===== src/rtl/pst_pkg.sv =====
// Purpose: constants shared by the scan timer unit
// Assumes: 20 MHz clock, Avalon-MM register bus with 32-bit data
// Notes:   offsets are byte addresses of aligned words
`default_nettype none
package pst_pkg;
   // ----------------------------------------------------------------
   // timing
   // ----------------------------------------------------------------
   localparam int unsigned CLOCK_HZ       = 20000000;
   localparam int unsigned FAST_TICK_MS   = 10;
   localparam int unsigned SLOW_TICK_MS   = 100;
   localparam int unsigned FAST_TICK_CYC  = CLOCK_HZ / 1000 * FAST_TICK_MS;
   localparam int unsigned SLOW_PER_FAST  = SLOW_TICK_MS / FAST_TICK_MS;
   // ----------------------------------------------------------------
   // limits, in counts of the timer's own resolution
   // ----------------------------------------------------------------
   localparam logic [31:0] SINGLE_MAX     = 32'h0000_270F; // 9999
   localparam logic [31:0] ACCUM_MAX      = 32'h05F5_E0FF; // 99999999
   localparam logic [31:0] CONST_PRESET_MAX = 32'h0000_270F;
   // ----------------------------------------------------------------
   // register map
   // ----------------------------------------------------------------
   localparam logic [11:0] REG_CONTROL    = 12'h000; // enable, reset, mode per timer
   localparam logic [11:0] REG_STATUS_BITS= 12'h004; // done bits, read only
   localparam logic [11:0] REG_IRQ_STATUS = 12'h008; // sticky done rise, write 1 clear
   localparam logic [11:0] REG_IRQ_MASK   = 12'h00C;
   localparam logic [11:0] REG_SCAN       = 12'h010; // write: one scan evaluation
   localparam logic [11:0] REG_PRESET_BASE= 12'h100; // preset words, one per timer
   localparam logic [11:0] REG_WORD_BASE  = 12'h200; // data words, address = timer
   localparam logic [11:0] REG_VIEW_BASE  = 12'h300; // accumulated view by timer
   localparam logic [11:0] REG_BLOCK_MASK = 12'hF00;
   // control word fields per timer: 4 bits each
   localparam int unsigned CTL_EN         = 0;
   localparam int unsigned CTL_RST        = 1;
   localparam int unsigned CTL_FAST       = 2;
   localparam int unsigned CTL_ACCUM      = 3;
   localparam int unsigned CTL_STRIDE     = 4;
   // preset word fields
   localparam int unsigned PRE_FROM_WORD  = 31;
   localparam int unsigned PRE_SEL_LSB    = 24;
   localparam logic [31:0] PRE_VALUE_MASK = 32'h07FF_FFFF;
   localparam logic [31:0] READ_UNMAPPED  = 32'h0000_0000;
endpackage : pst_pkg
`default_nettype wire


===== src/rtl/pst_timer_unit.sv =====
// Purpose: bank of ladder timers, single-input and accumulating
// Assumes: enables driven by the program through the control word
// Notes:   waitrequest low on a read one cycle after it is raised
//
// The Avalon-MM register port and the address map are this design's own decisions.
`timescale 1ns/1ps
`default_nettype none

module pst_timer_unit #(
   parameter int unsigned NUM_TIMERS    = 8,
   parameter int unsigned FAST_TICK_CYC = pst_pkg::FAST_TICK_CYC
) (
   input  wire logic        clock,
   input  wire logic        rst_n,
   input  wire logic [11:0] avs_address,
   input  wire logic        avs_read,
   input  wire logic        avs_write,
   input  wire logic [31:0] avs_writedata,
   input  wire logic [3:0]  avs_byteenable,
   output logic [31:0]      avs_readdata,
   output logic             avs_waitrequest,
   output logic [NUM_TIMERS-1:0] timer_done,
   output logic             irq
);
   localparam int IW = $clog2(NUM_TIMERS);

   // ----------------------------------------------------------------
   // storage
   // ----------------------------------------------------------------
   logic [31:0] control;
   logic [31:0] preset  [NUM_TIMERS];
   logic [31:0] word    [NUM_TIMERS];
   logic [NUM_TIMERS-1:0] irq_status;
   logic [NUM_TIMERS-1:0] irq_mask;
   logic [31:0] fast_cnt;
   logic [3:0]  slow_cnt;
   logic        fast_tick;
   logic        slow_tick;
   logic        fast_pend;
   logic        slow_pend;
   logic        scan_req;
   logic        read_done;
   logic [NUM_TIMERS-1:0] next_done;

   // byte-lane merge of a write
   function automatic logic [31:0] merge(input logic [31:0] old, input logic [31:0] nw,
                                         input logic [3:0] be);
      logic [31:0] r;
      r = old;
      for (int b = 0; b < 4; b++) begin
         if (be[b]) begin
            r[b*8 +: 8] = nw[b*8 +: 8];
         end
      end
      return r;
   endfunction : merge

   // address belongs to a per-timer block and names a live timer
   function automatic logic hit(input logic [11:0] a, input logic [11:0] base);
      return ((a & pst_pkg::REG_BLOCK_MASK) == base) && (a[1:0] == 2'h0)
             && (32'(a[7:2]) < NUM_TIMERS);
   endfunction : hit

   // effective preset of timer i
   function automatic logic [31:0] preset_of(input int i);
      logic [31:0] p;
      p = preset[i];
      if (p[pst_pkg::PRE_FROM_WORD]) begin
         return word[p[pst_pkg::PRE_SEL_LSB +: 3] % NUM_TIMERS];
      end
      if (!control[i*pst_pkg::CTL_STRIDE + pst_pkg::CTL_ACCUM]
          && (p & pst_pkg::PRE_VALUE_MASK) > pst_pkg::CONST_PRESET_MAX) begin
         return pst_pkg::CONST_PRESET_MAX; // constant clipped to 0..9999
      end
      return p & pst_pkg::PRE_VALUE_MASK;
   endfunction : preset_of

   wire logic [IW-1:0] sel = avs_address[IW+1:2];
   wire logic          wr  = avs_write;

   // ----------------------------------------------------------------
   // timebase: 10 ms tick and every tenth one as the 100 ms tick
   // ----------------------------------------------------------------
   always_ff @(posedge clock or negedge rst_n) begin
      if (!rst_n) begin
         fast_cnt <= 32'h0000_0000;
         slow_cnt <= 4'h0;
         fast_tick <= 1'b0;
         slow_tick <= 1'b0;
      end else begin
         fast_tick <= 1'b0;
         slow_tick <= 1'b0;
         if (fast_cnt == FAST_TICK_CYC - 1) begin
            fast_cnt  <= 32'h0000_0000;
            fast_tick <= 1'b1;
            if (32'(slow_cnt) == pst_pkg::SLOW_PER_FAST - 1) begin
               slow_cnt  <= 4'h0;
               slow_tick <= 1'b1;
            end else begin
               slow_cnt <= slow_cnt + 4'h1;
            end
         end else begin
            fast_cnt <= fast_cnt + 32'h0000_0001;
         end
      end
   end

   // ticks wait for the next scan so each scan applies at most one step
   always_ff @(posedge clock or negedge rst_n) begin
      if (!rst_n) begin
         fast_pend <= 1'b0;
         slow_pend <= 1'b0;
      end else begin
         fast_pend <= fast_tick | (fast_pend & ~scan_req);
         slow_pend <= slow_tick | (slow_pend & ~scan_req);
      end
   end

   assign scan_req = wr && (avs_address == pst_pkg::REG_SCAN);

   // ----------------------------------------------------------------
   // control and presets written by software
   // ----------------------------------------------------------------
   always_ff @(posedge clock or negedge rst_n) begin
      if (!rst_n) begin
         control  <= 32'h0000_0000;
         irq_mask <= '0;
         for (int i = 0; i < NUM_TIMERS; i++) begin
            preset[i] <= 32'h0000_0000;
         end
      end else if (wr) begin
         if (avs_address == pst_pkg::REG_CONTROL) begin
            control <= merge(control, avs_writedata, avs_byteenable);
         end
         if (avs_address == pst_pkg::REG_IRQ_MASK) begin
            irq_mask <= avs_writedata[NUM_TIMERS-1:0];
         end
         if (hit(avs_address, pst_pkg::REG_PRESET_BASE)) begin
            preset[sel] <= merge(preset[sel], avs_writedata, avs_byteenable);
         end
      end
   end

   // ----------------------------------------------------------------
   // timer evaluation, one step per scan; value lives in word[i]
   // ----------------------------------------------------------------
   generate
      for (genvar g = 0; g < NUM_TIMERS; g++) begin : g_tmr
         wire logic en    = control[g*pst_pkg::CTL_STRIDE + pst_pkg::CTL_EN];
         wire logic rst   = control[g*pst_pkg::CTL_STRIDE + pst_pkg::CTL_RST];
         wire logic fast  = control[g*pst_pkg::CTL_STRIDE + pst_pkg::CTL_FAST];
         wire logic accum = control[g*pst_pkg::CTL_STRIDE + pst_pkg::CTL_ACCUM];
         wire logic step  = fast ? fast_pend : slow_pend;
         wire logic [31:0] lim = accum ? pst_pkg::ACCUM_MAX
                                       : (fast ? pst_pkg::SINGLE_MAX : pst_pkg::SINGLE_MAX);

         always_ff @(posedge clock or negedge rst_n) begin
            if (!rst_n) begin
               word[g] <= 32'h0000_0000;
            end else if (wr && hit(avs_address, pst_pkg::REG_WORD_BASE)
                         && sel == IW'(g)) begin
               word[g] <= merge(word[g], avs_writedata, avs_byteenable);
            end else if (scan_req) begin
               if (accum && rst) begin
                  word[g] <= 32'h0000_0000;
               end else if (!accum && !en) begin
                  word[g] <= 32'h0000_0000;
               end else if (en && step && word[g] < lim) begin
                  word[g] <= word[g] + 32'h0000_0001;
               end
               // accumulating, stopped: word held
            end
         end

         // status from value and preset
         assign next_done[g] = (word[g] >= preset_of(g));
      end
   endgenerate

   always_ff @(posedge clock or negedge rst_n) begin
      if (!rst_n) begin
         timer_done <= '0;
      end else begin
         timer_done <= next_done;
      end
   end

   // ----------------------------------------------------------------
   // interrupt: sticky on done rising, write one clears, set wins
   // ----------------------------------------------------------------
   always_ff @(posedge clock or negedge rst_n) begin
      if (!rst_n) begin
         irq_status <= '0;
      end else begin
         irq_status <= (irq_status
                        & ~((wr && avs_address == pst_pkg::REG_IRQ_STATUS)
                            ? avs_writedata[NUM_TIMERS-1:0] : '0))
                       | (next_done & ~timer_done);
      end
   end

   assign irq = |(irq_status & irq_mask);

   // ----------------------------------------------------------------
   // read path: one wait cycle, then registered data
   // ----------------------------------------------------------------
   always_ff @(posedge clock or negedge rst_n) begin
      if (!rst_n) begin
         read_done    <= 1'b0;
         avs_readdata <= 32'h0000_0000;
      end else begin
         read_done <= avs_read && !read_done;
         if (avs_read && !read_done) begin
            if (avs_address == pst_pkg::REG_CONTROL) begin
               avs_readdata <= control;
            end else if (avs_address == pst_pkg::REG_STATUS_BITS) begin
               avs_readdata <= 32'(timer_done);
            end else if (avs_address == pst_pkg::REG_IRQ_STATUS) begin
               avs_readdata <= 32'(irq_status);
            end else if (avs_address == pst_pkg::REG_IRQ_MASK) begin
               avs_readdata <= 32'(irq_mask);
            end else if (hit(avs_address, pst_pkg::REG_PRESET_BASE)) begin
               avs_readdata <= preset[sel];
            end else if (hit(avs_address, pst_pkg::REG_WORD_BASE)
                         || hit(avs_address, pst_pkg::REG_VIEW_BASE)) begin
               avs_readdata <= word[sel];
            end else begin
               avs_readdata <= pst_pkg::READ_UNMAPPED;
            end
         end
      end
   end

   assign avs_waitrequest = avs_read && !read_done;

   // ----------------------------------------------------------------
   // checks
   // ----------------------------------------------------------------
   // timers that the bench runs accumulating and with a clipped constant
   localparam int ACC_T  = 2;
   localparam int CLIP_T = 4;

   // status bit follows value and preset one register stage later
   chk_done_tracks_value: assert property (@(posedge clock) disable iff (!rst_n)
      $past(rst_n) |-> timer_done[0] == $past(word[0] >= preset_of(0)))
      else $error("status bit disagrees with value and preset");

   // disabled single timer reads zero after a scan
   chk_single_clears: assert property (@(posedge clock) disable iff (!rst_n)
      (scan_req && !control[pst_pkg::CTL_ACCUM] && !control[pst_pkg::CTL_EN]
       && !(wr && avs_address == pst_pkg::REG_WORD_BASE))
      |=> word[0] == 32'h0000_0000)
      else $error("single timer not cleared when disabled");

   // single timer at its top never steps past it
   chk_single_limit: assert property (@(posedge clock) disable iff (!rst_n)
      (scan_req && !control[pst_pkg::CTL_ACCUM] && word[0] >= pst_pkg::SINGLE_MAX
       && avs_address != pst_pkg::REG_WORD_BASE)
      |=> word[0] == $past(word[0]) || word[0] == 32'h0000_0000)
      else $error("single timer passed its limit");

   // stopped accumulating timer keeps its count
   chk_accum_hold: assert property (@(posedge clock) disable iff (!rst_n)
      (scan_req && control[ACC_T*pst_pkg::CTL_STRIDE + pst_pkg::CTL_ACCUM]
       && !control[ACC_T*pst_pkg::CTL_STRIDE + pst_pkg::CTL_EN]
       && !control[ACC_T*pst_pkg::CTL_STRIDE + pst_pkg::CTL_RST])
      |=> $stable(word[ACC_T]))
      else $error("stopped accumulating timer lost its count");

   // reset input clears an accumulating timer on the scan
   chk_accum_reset: assert property (@(posedge clock) disable iff (!rst_n)
      (scan_req && control[ACC_T*pst_pkg::CTL_STRIDE + pst_pkg::CTL_ACCUM]
       && control[ACC_T*pst_pkg::CTL_STRIDE + pst_pkg::CTL_RST])
      |=> word[ACC_T] == 32'h0000_0000)
      else $error("accumulating timer reset did not clear");

   // accumulating count stays inside its range unless software wrote it
   chk_accum_limit: assert property (@(posedge clock) disable iff (!rst_n)
      word[ACC_T] <= pst_pkg::ACCUM_MAX || $past(wr))
      else $error("accumulating timer passed its limit");

   // a one-count step needs a scan with a pending tick
   chk_step_on_tick: assert property (@(posedge clock) disable iff (!rst_n)
      (word[0] == $past(word[0]) + 32'h0000_0001
       && !$past(wr && avs_address != pst_pkg::REG_SCAN))
      |-> $past(scan_req && (fast_pend || slow_pend)))
      else $error("timer stepped without tick and scan");

   // read answered after exactly one wait cycle
   chk_read_answer: assert property (@(posedge clock) disable iff (!rst_n)
      (avs_read && !read_done) |=> !avs_waitrequest)
      else $error("read not answered in one cycle");

   // the 100 ms tick always lands on a 10 ms tick
   chk_slow_on_fast: assert property (@(posedge clock) disable iff (!rst_n)
      slow_tick |-> fast_tick)
      else $error("slow tick off the fast tick grid");

   // fast tick only after a full divider period
   chk_tick_period: assert property (@(posedge clock) disable iff (!rst_n)
      fast_tick |-> $past(fast_cnt) == FAST_TICK_CYC - 1)
      else $error("fast tick before the divider period ended");

   // interrupt flag stays set until a one is written to it
   chk_irq_sticky: assert property (@(posedge clock) disable iff (!rst_n)
      (irq_status[0] && !(wr && avs_address == pst_pkg::REG_IRQ_STATUS && avs_writedata[0]))
      |=> irq_status[0])
      else $error("interrupt flag dropped without a clear");

   // a rising status bit sets its flag, even against a clear
   chk_irq_set_wins: assert property (@(posedge clock) disable iff (!rst_n)
      ($past(rst_n) && next_done[0] && !timer_done[0]) |=> irq_status[0])
      else $error("rising status bit did not set its flag");

   // accumulated view returns the value held in the data word
   chk_view_alias: assert property (@(posedge clock) disable iff (!rst_n)
      (avs_read && !read_done && avs_address == pst_pkg::REG_VIEW_BASE)
      |=> avs_readdata == $past(word[0]))
      else $error("accumulated view differs from data word");

   // a full-lane write lands in the data word of its timer
   chk_word_write: assert property (@(posedge clock) disable iff (!rst_n)
      (wr && avs_address == pst_pkg::REG_WORD_BASE && avs_byteenable == 4'hF)
      |=> word[0] == $past(avs_writedata))
      else $error("data word write did not land");

   // constant preset above range acts as the range top
   chk_const_clip: assert property (@(posedge clock) disable iff (!rst_n)
      (!control[CLIP_T*pst_pkg::CTL_STRIDE + pst_pkg::CTL_ACCUM]
       && !preset[CLIP_T][pst_pkg::PRE_FROM_WORD]
       && (preset[CLIP_T] & pst_pkg::PRE_VALUE_MASK) > pst_pkg::CONST_PRESET_MAX
       && word[CLIP_T] >= pst_pkg::CONST_PRESET_MAX)
      |-> next_done[CLIP_T])
      else $error("constant preset above range not clipped");

   // writes are never held off
   chk_write_no_wait: assert property (@(posedge clock) disable iff (!rst_n)
      avs_write |-> !avs_waitrequest)
      else $error("write held off by waitrequest");

endmodule : pst_timer_unit
`default_nettype wire


===== config.mk =====
export PLATFORM = sky130hd
export DESIGN_NAME = pst_timer_unit
export DESIGN_NICKNAME = d
export VERILOG_FILES = /design/src/rtl/pst_pkg.sv /design/src/rtl/pst_timer_unit.sv
export SDC_FILE = /design/constraint.sdc
export NUM_CORES = 2
export LEC_CHECK = 0
export ABC_AREA = 0
export BUFFER_PORTS_ARGS = -buffer_cell sky130_fd_sc_hd__buf_2
export CAP_MARGIN = 0
export CELL_PAD_IN_SITES_DETAIL_PLACEMENT = 1
export CELL_PAD_IN_SITES_GLOBAL_PLACEMENT = 2
export CORE_UTILIZATION = 45
export CTS_CLUSTER_SIZE = 25
export DETAILED_ROUTE_END_ITERATION = 8
export HOLD_SLACK_MARGIN = 0.06
export PLACE_DENSITY = 0.88
export SYNTH_ARGS = -nofsm -noshare
export SYNTH_HDL_FRONTEND = slang
export SYNTH_SLANG_ARGS = --single-unit
export TNS_END_PERCENT = 1

===== constraint.sdc =====
create_clock -name clock -period 7.02 [get_ports clock]
set_input_delay 0 -clock clock [delete_from_list [all_inputs] [get_ports clock]]
set_output_delay 0 -clock clock [all_outputs]
set_load 0.01 [all_outputs]

==> results.json <==
{
  "status": "finished with violations",
  "failed_checks": "slew limit",
  "worst_pin_slew_ns": 1.68,
  "drv_slew": 2,
  "die_area_sq_mm": 0.141,
  "rsz0062_at_grt": "no",
  "synth-edff-count": 0,
  "layout.nets": 7059,
  "rr_worst_depth": 16,
  "synthToLayoutAreaGrowth_pct": 10.0,
  "ir_worst_vdd_mv": 0.176,
  "route.met2.wl_um": 136000,
  "finalWirelength_um": 340000,
  "rrSetupSlack_ns": 1.36,
  "internal-power_w": 0.00675,
  "yosysMostFrequentCell": "nand2_1",
  "ys_top_cells_by_count": "1050 x nand2_1, 641 x dfrtp_1, 639 x mux4_2",
  "start_util": 0.455,
  "fin_skew_ns": 0.0403,
  "endpoint_kind": "flop",
  "vias": 65650,
  "synth.net_count": 7212,
  "coreArea_sq_mm": 0.138,
  "dp_cells": 8334,
  "grt.total_usage": 0.477,
  "async_reset_ff_frac": 1.00,
  "p_leak_nw": 27.9,
  "clkPwrFrac": 0.515,
  "wl_per_cell_um": 39.7,
  "worstSetupStartpointType": "flop",
  "ys_warn_count": 0,
  "path_max_fanout": 9,
  "cts_resized": 0,
  "power_frac_comb": 0.079,
  "synthCells": 6759,
  "drv_cap": 0,
  "grt_max_degree": 153,
  "met3WireLength_um": 48900,
  "period_needed_ns": 5.66,
  "std_cell_rows": 136,
  "top_layer": "met5",
  "final_cells": 8556,
  "holdCritStartpoint": "avs_address[7]",
  "worstPathCellList": "nor4_1 -> nor2_1 -> o31ai_1 -> a41oi_1 -> nor2_1 -> buf_4 -> a22oi_1 -> ha_1 -> a21oi_1 -> nor2_1 -> a211oi_1 -> o31ai_1 -> a221oi_1 -> o31ai_1 -> a221o_1 -> a22o_1",
  "hold_depth": 6,
  "slowest_delay_ns": 0.71,
  "ios": 94,
  "die_h_um": 376,
  "ys.flop_type": "dfrtp_1",
  "cts.sinks": 641,
  "antenna_found_initial": 30,
  "fillers": 15451,
  "drtIter0Drc": 9567,
  "power_density_mw_per_mm2": 134,
  "relSlewSlack": -0.119,
  "finalSetupViolCount": 0,
  "clockBufferDepth": 3,
  "firstDrtPassIters": 8,
  "critPathRequiredTime_ns": 7.63,
  "crit_type": "reg -> reg",
  "hold_end": "word[24]$_DFFE_PN0P_",
  "syn_area_sq_mm": 0.0628,
  "synth_top_area_cell": "dfrtp_1",
  "switchingPower_w": 0.00254,
  "met1Wirelength_um": 120000,
  "tns_ns": 0,
  "cp.arrival_ns": 6.27,
  "clkTransAtPathRegs_ns": 0.06,
  "p_sw_frac": 0.273,
  "synthTopCellsByArea": "dfrtp_1 26%, mux4_2 23%, ha_1 8.0%",
  "ant_nets": 0,
  "hp-class": "in -> reg",
  "drc_errors": 0,
  "dp_hpwl_um": 249000,
  "synth_seq_area_share": 0.255,
  "clock-root-buffer": "clkbuf_16",
  "hold_viol": 0,
  "rr_endpoint": "irq_status[5]$_DFF_PN0_",
  "grt-ovfl-total": 0,
  "ys_ff_latch": 641,
  "numCtsBuffers": 85,
  "vias_per_cell": 7.67,
  "synth_top_area_share": 0.255,
  "finalPower_w": 0.00929,
  "fin_crit_sh": 0.807,
  "htree_levels": 3,
  "clock.fmax_mhz": 177,
  "grt_pass1_vias": 64016,
  "port_buffers": 93,
  "seq_power_share": 0.406,
  "grt_pass1_wl_um": 483000,
  "die_w_um": 376,
  "cp_slowest_cell": "a221oi_1",
  "layout-drive-gt1-share": 0.228,
  "gp_congestion": 1.07,
  "cts_tree": "yes",
  "yosysUniqueCellTypes": 98,
  "syn_avg_cell_area_sq_um": 9.30,
  "r2r_start": "preset[70]$_DFFE_PN0P_",
  "clk_latency_ns": 0.73
}
-- metal layers --
metal,GRT usage,up-vias
met3,0.201,1719
met4,0.378,30
met5,0.00274,-
met1,0.580,32984
li1,-,25479
met2,0.660,5438
-- metrics by stage --
stage | setup WS, ns | hold WS, ns | util | area, sq um
after global routing | 1.38 | 0.0954 | 0.501 | 69100
after global placement | 1.95 | 0.0269 | 0.476 | 65600
after detailed placement | 1.91 | 0.0338 | 0.476 | 65600
after floorplan | 3.09 | -0.296 | - | 62800
after CTS | 1.86 | 0.0816 | 0.500 | 69100
final | 1.36 | 0.104 | 0.501 | 69100
-- timing repair --
item                                   CTS  global route
endpoints found under the hold margin  543             0
hold buffers                            46             0
setup buffers                            0             0
-- layout by cell type, fill, tap and decap left out, types with 18 or more instances in the layout --
| master | Yosys | routed |
|---|---|---|
| nor3b_1 | 23 | 23 |
| xnor2_1 | 18 | 18 |
| a22oi_1 | 137 | 137 |
| o21ai_0 | 592 | 585 |
| nor3_1 | 110 | 108 |
| ha_1 | 401 | 401 |
| clkbuf_16 | 0 | 89 |
| nand2b_1 | 26 | 25 |
| dfrtp_1 | 641 | 616 |
| a21oi_1 | 428 | 428 |
| dlygate4sd3_1 | 0 | 45 |
| nand4_1 | 108 | 108 |
| o22ai_1 | 57 | 57 |
| and3_1 | 74 | 74 |
| nor2b_1 | 23 | 22 |
| mux2i_1 | 93 | 91 |
| nor4_1 | 65 | 64 |
| nand2_1 | 1050 | 1042 |
| buf_2 | 75 | 89 |
| a31oi_1 | 90 | 90 |
| mux2_2 | 209 | 209 |
| o31ai_1 | 43 | 43 |
| nor2_1 | 413 | 405 |
| buf_4 | 1 | 330 |
| mux4_2 | 639 | 639 |
| diode_2 | 0 | 25 |
| o211ai_1 | 35 | 35 |
| and2_1 | 20 | 20 |
| or2_2 | 20 | 20 |
| a222oi_1 | 18 | 18 |
| and4_1 | 18 | 18 |
| a22o_1 | 19 | 19 |
| inv_1 | 69 | 69 |
| a21o_1 | 105 | 105 |
| a211oi_1 | 47 | 45 |
| nand3_1 | 162 | 162 |
-- critical path, delay by kind of cell, from the launching register on --
| family | cells | cell delay (ns) |
|---|---|---|
| buffers and inverters | 1 | 0.31 |
| AOI/OAI and AO/OA | 10 | 3.11 |
| DFF | 1 | 0.43 |
| and+or+nand+nor | 4 | 1.34 |
| adders and majority gates | 1 | 0.36 |
-- state kept, by name (all words and copies together), names as in the netlist, 8 cells and up --
| register | flops |
|---|---|
| word | 256 |
| timer_done | 8 |
| irq_mask | 8 |
| control | 32 |
| fast_cnt | 32 |
| avs_readdata | 32 |
| irq_status | 8 |
| preset | 256 |
-- power by group through the flow --
stage	Combinational [W]	Clock [W]	Sequential, W
2_1_floorplan	0.000286	0	0.00380
5_1_grt	0.000742	0.00491	0.00377
3_5_place_dp	0.000665	0	0.00383
6_report	0.000734	0.00478	0.00377
4_1_cts	0.000689	0.00480	0.00377
3_3_place_gp	0.000654	0	0.00383
-- area by class of cell --
type	count	area (sq um)	share of cell area
inverter	76	285	0.00413
antenna	25	62.6	0.000905
clock buffer	121	2520	0.0364
clock inverter	28	428	0.00619
tap	1863	2330	0.0337
sequential	641	16100	0.233
multi-input combinational	5329	43900	0.634
timing repair buffer	473	3540	0.0512
-- cell families (layout without fill, tap and decap cells) --
kind of cell / count (synthesis) / after routing / share of synthesized area
and+or+nand+nor: 2192 / 2192 / 0.159
xor gates and xnor gates: 30 / 30 / 0.00418
muxes: 942 / 942 / 0.282
DFF: 641 / 641 / 0.255
other: 0 / 25 / 0
AOI/OAI and AO/OA: 1764 / 1764 / 0.171
adders and majority gates: 401 / 401 / 0.0798
buffers and inverters: 789 / 698 / 0.0490
-- worst max-delay path by stage --
stage / start / to / slack [ns] / cells after the start
2_1_floorplan: preset[216]$_DFFE_PN0P_ / irq_status[1]$_DFF_PN0_ / 3.09 / 15
3_3_place_gp: preset[5]$_DFFE_PN0P_ / irq_status[7]$_DFF_PN0_ / 1.95 / 14
3_5_place_dp: preset[70]$_DFFE_PN0P_ / irq_status[5]$_DFF_PN0_ / 1.91 / 16
4_1_cts: preset[70]$_DFFE_PN0P_ / irq_status[5]$_DFF_PN0_ / 1.86 / 16
5_1_grt: preset[186]$_DFFE_PN0P_ / irq_status[2]$_DFF_PN0_ / 1.38 / 18
6_report: preset[70]$_DFFE_PN0P_ / irq_status[5]$_DFF_PN0_ / 1.36 / 16
(Power assumes the default switching activity.)
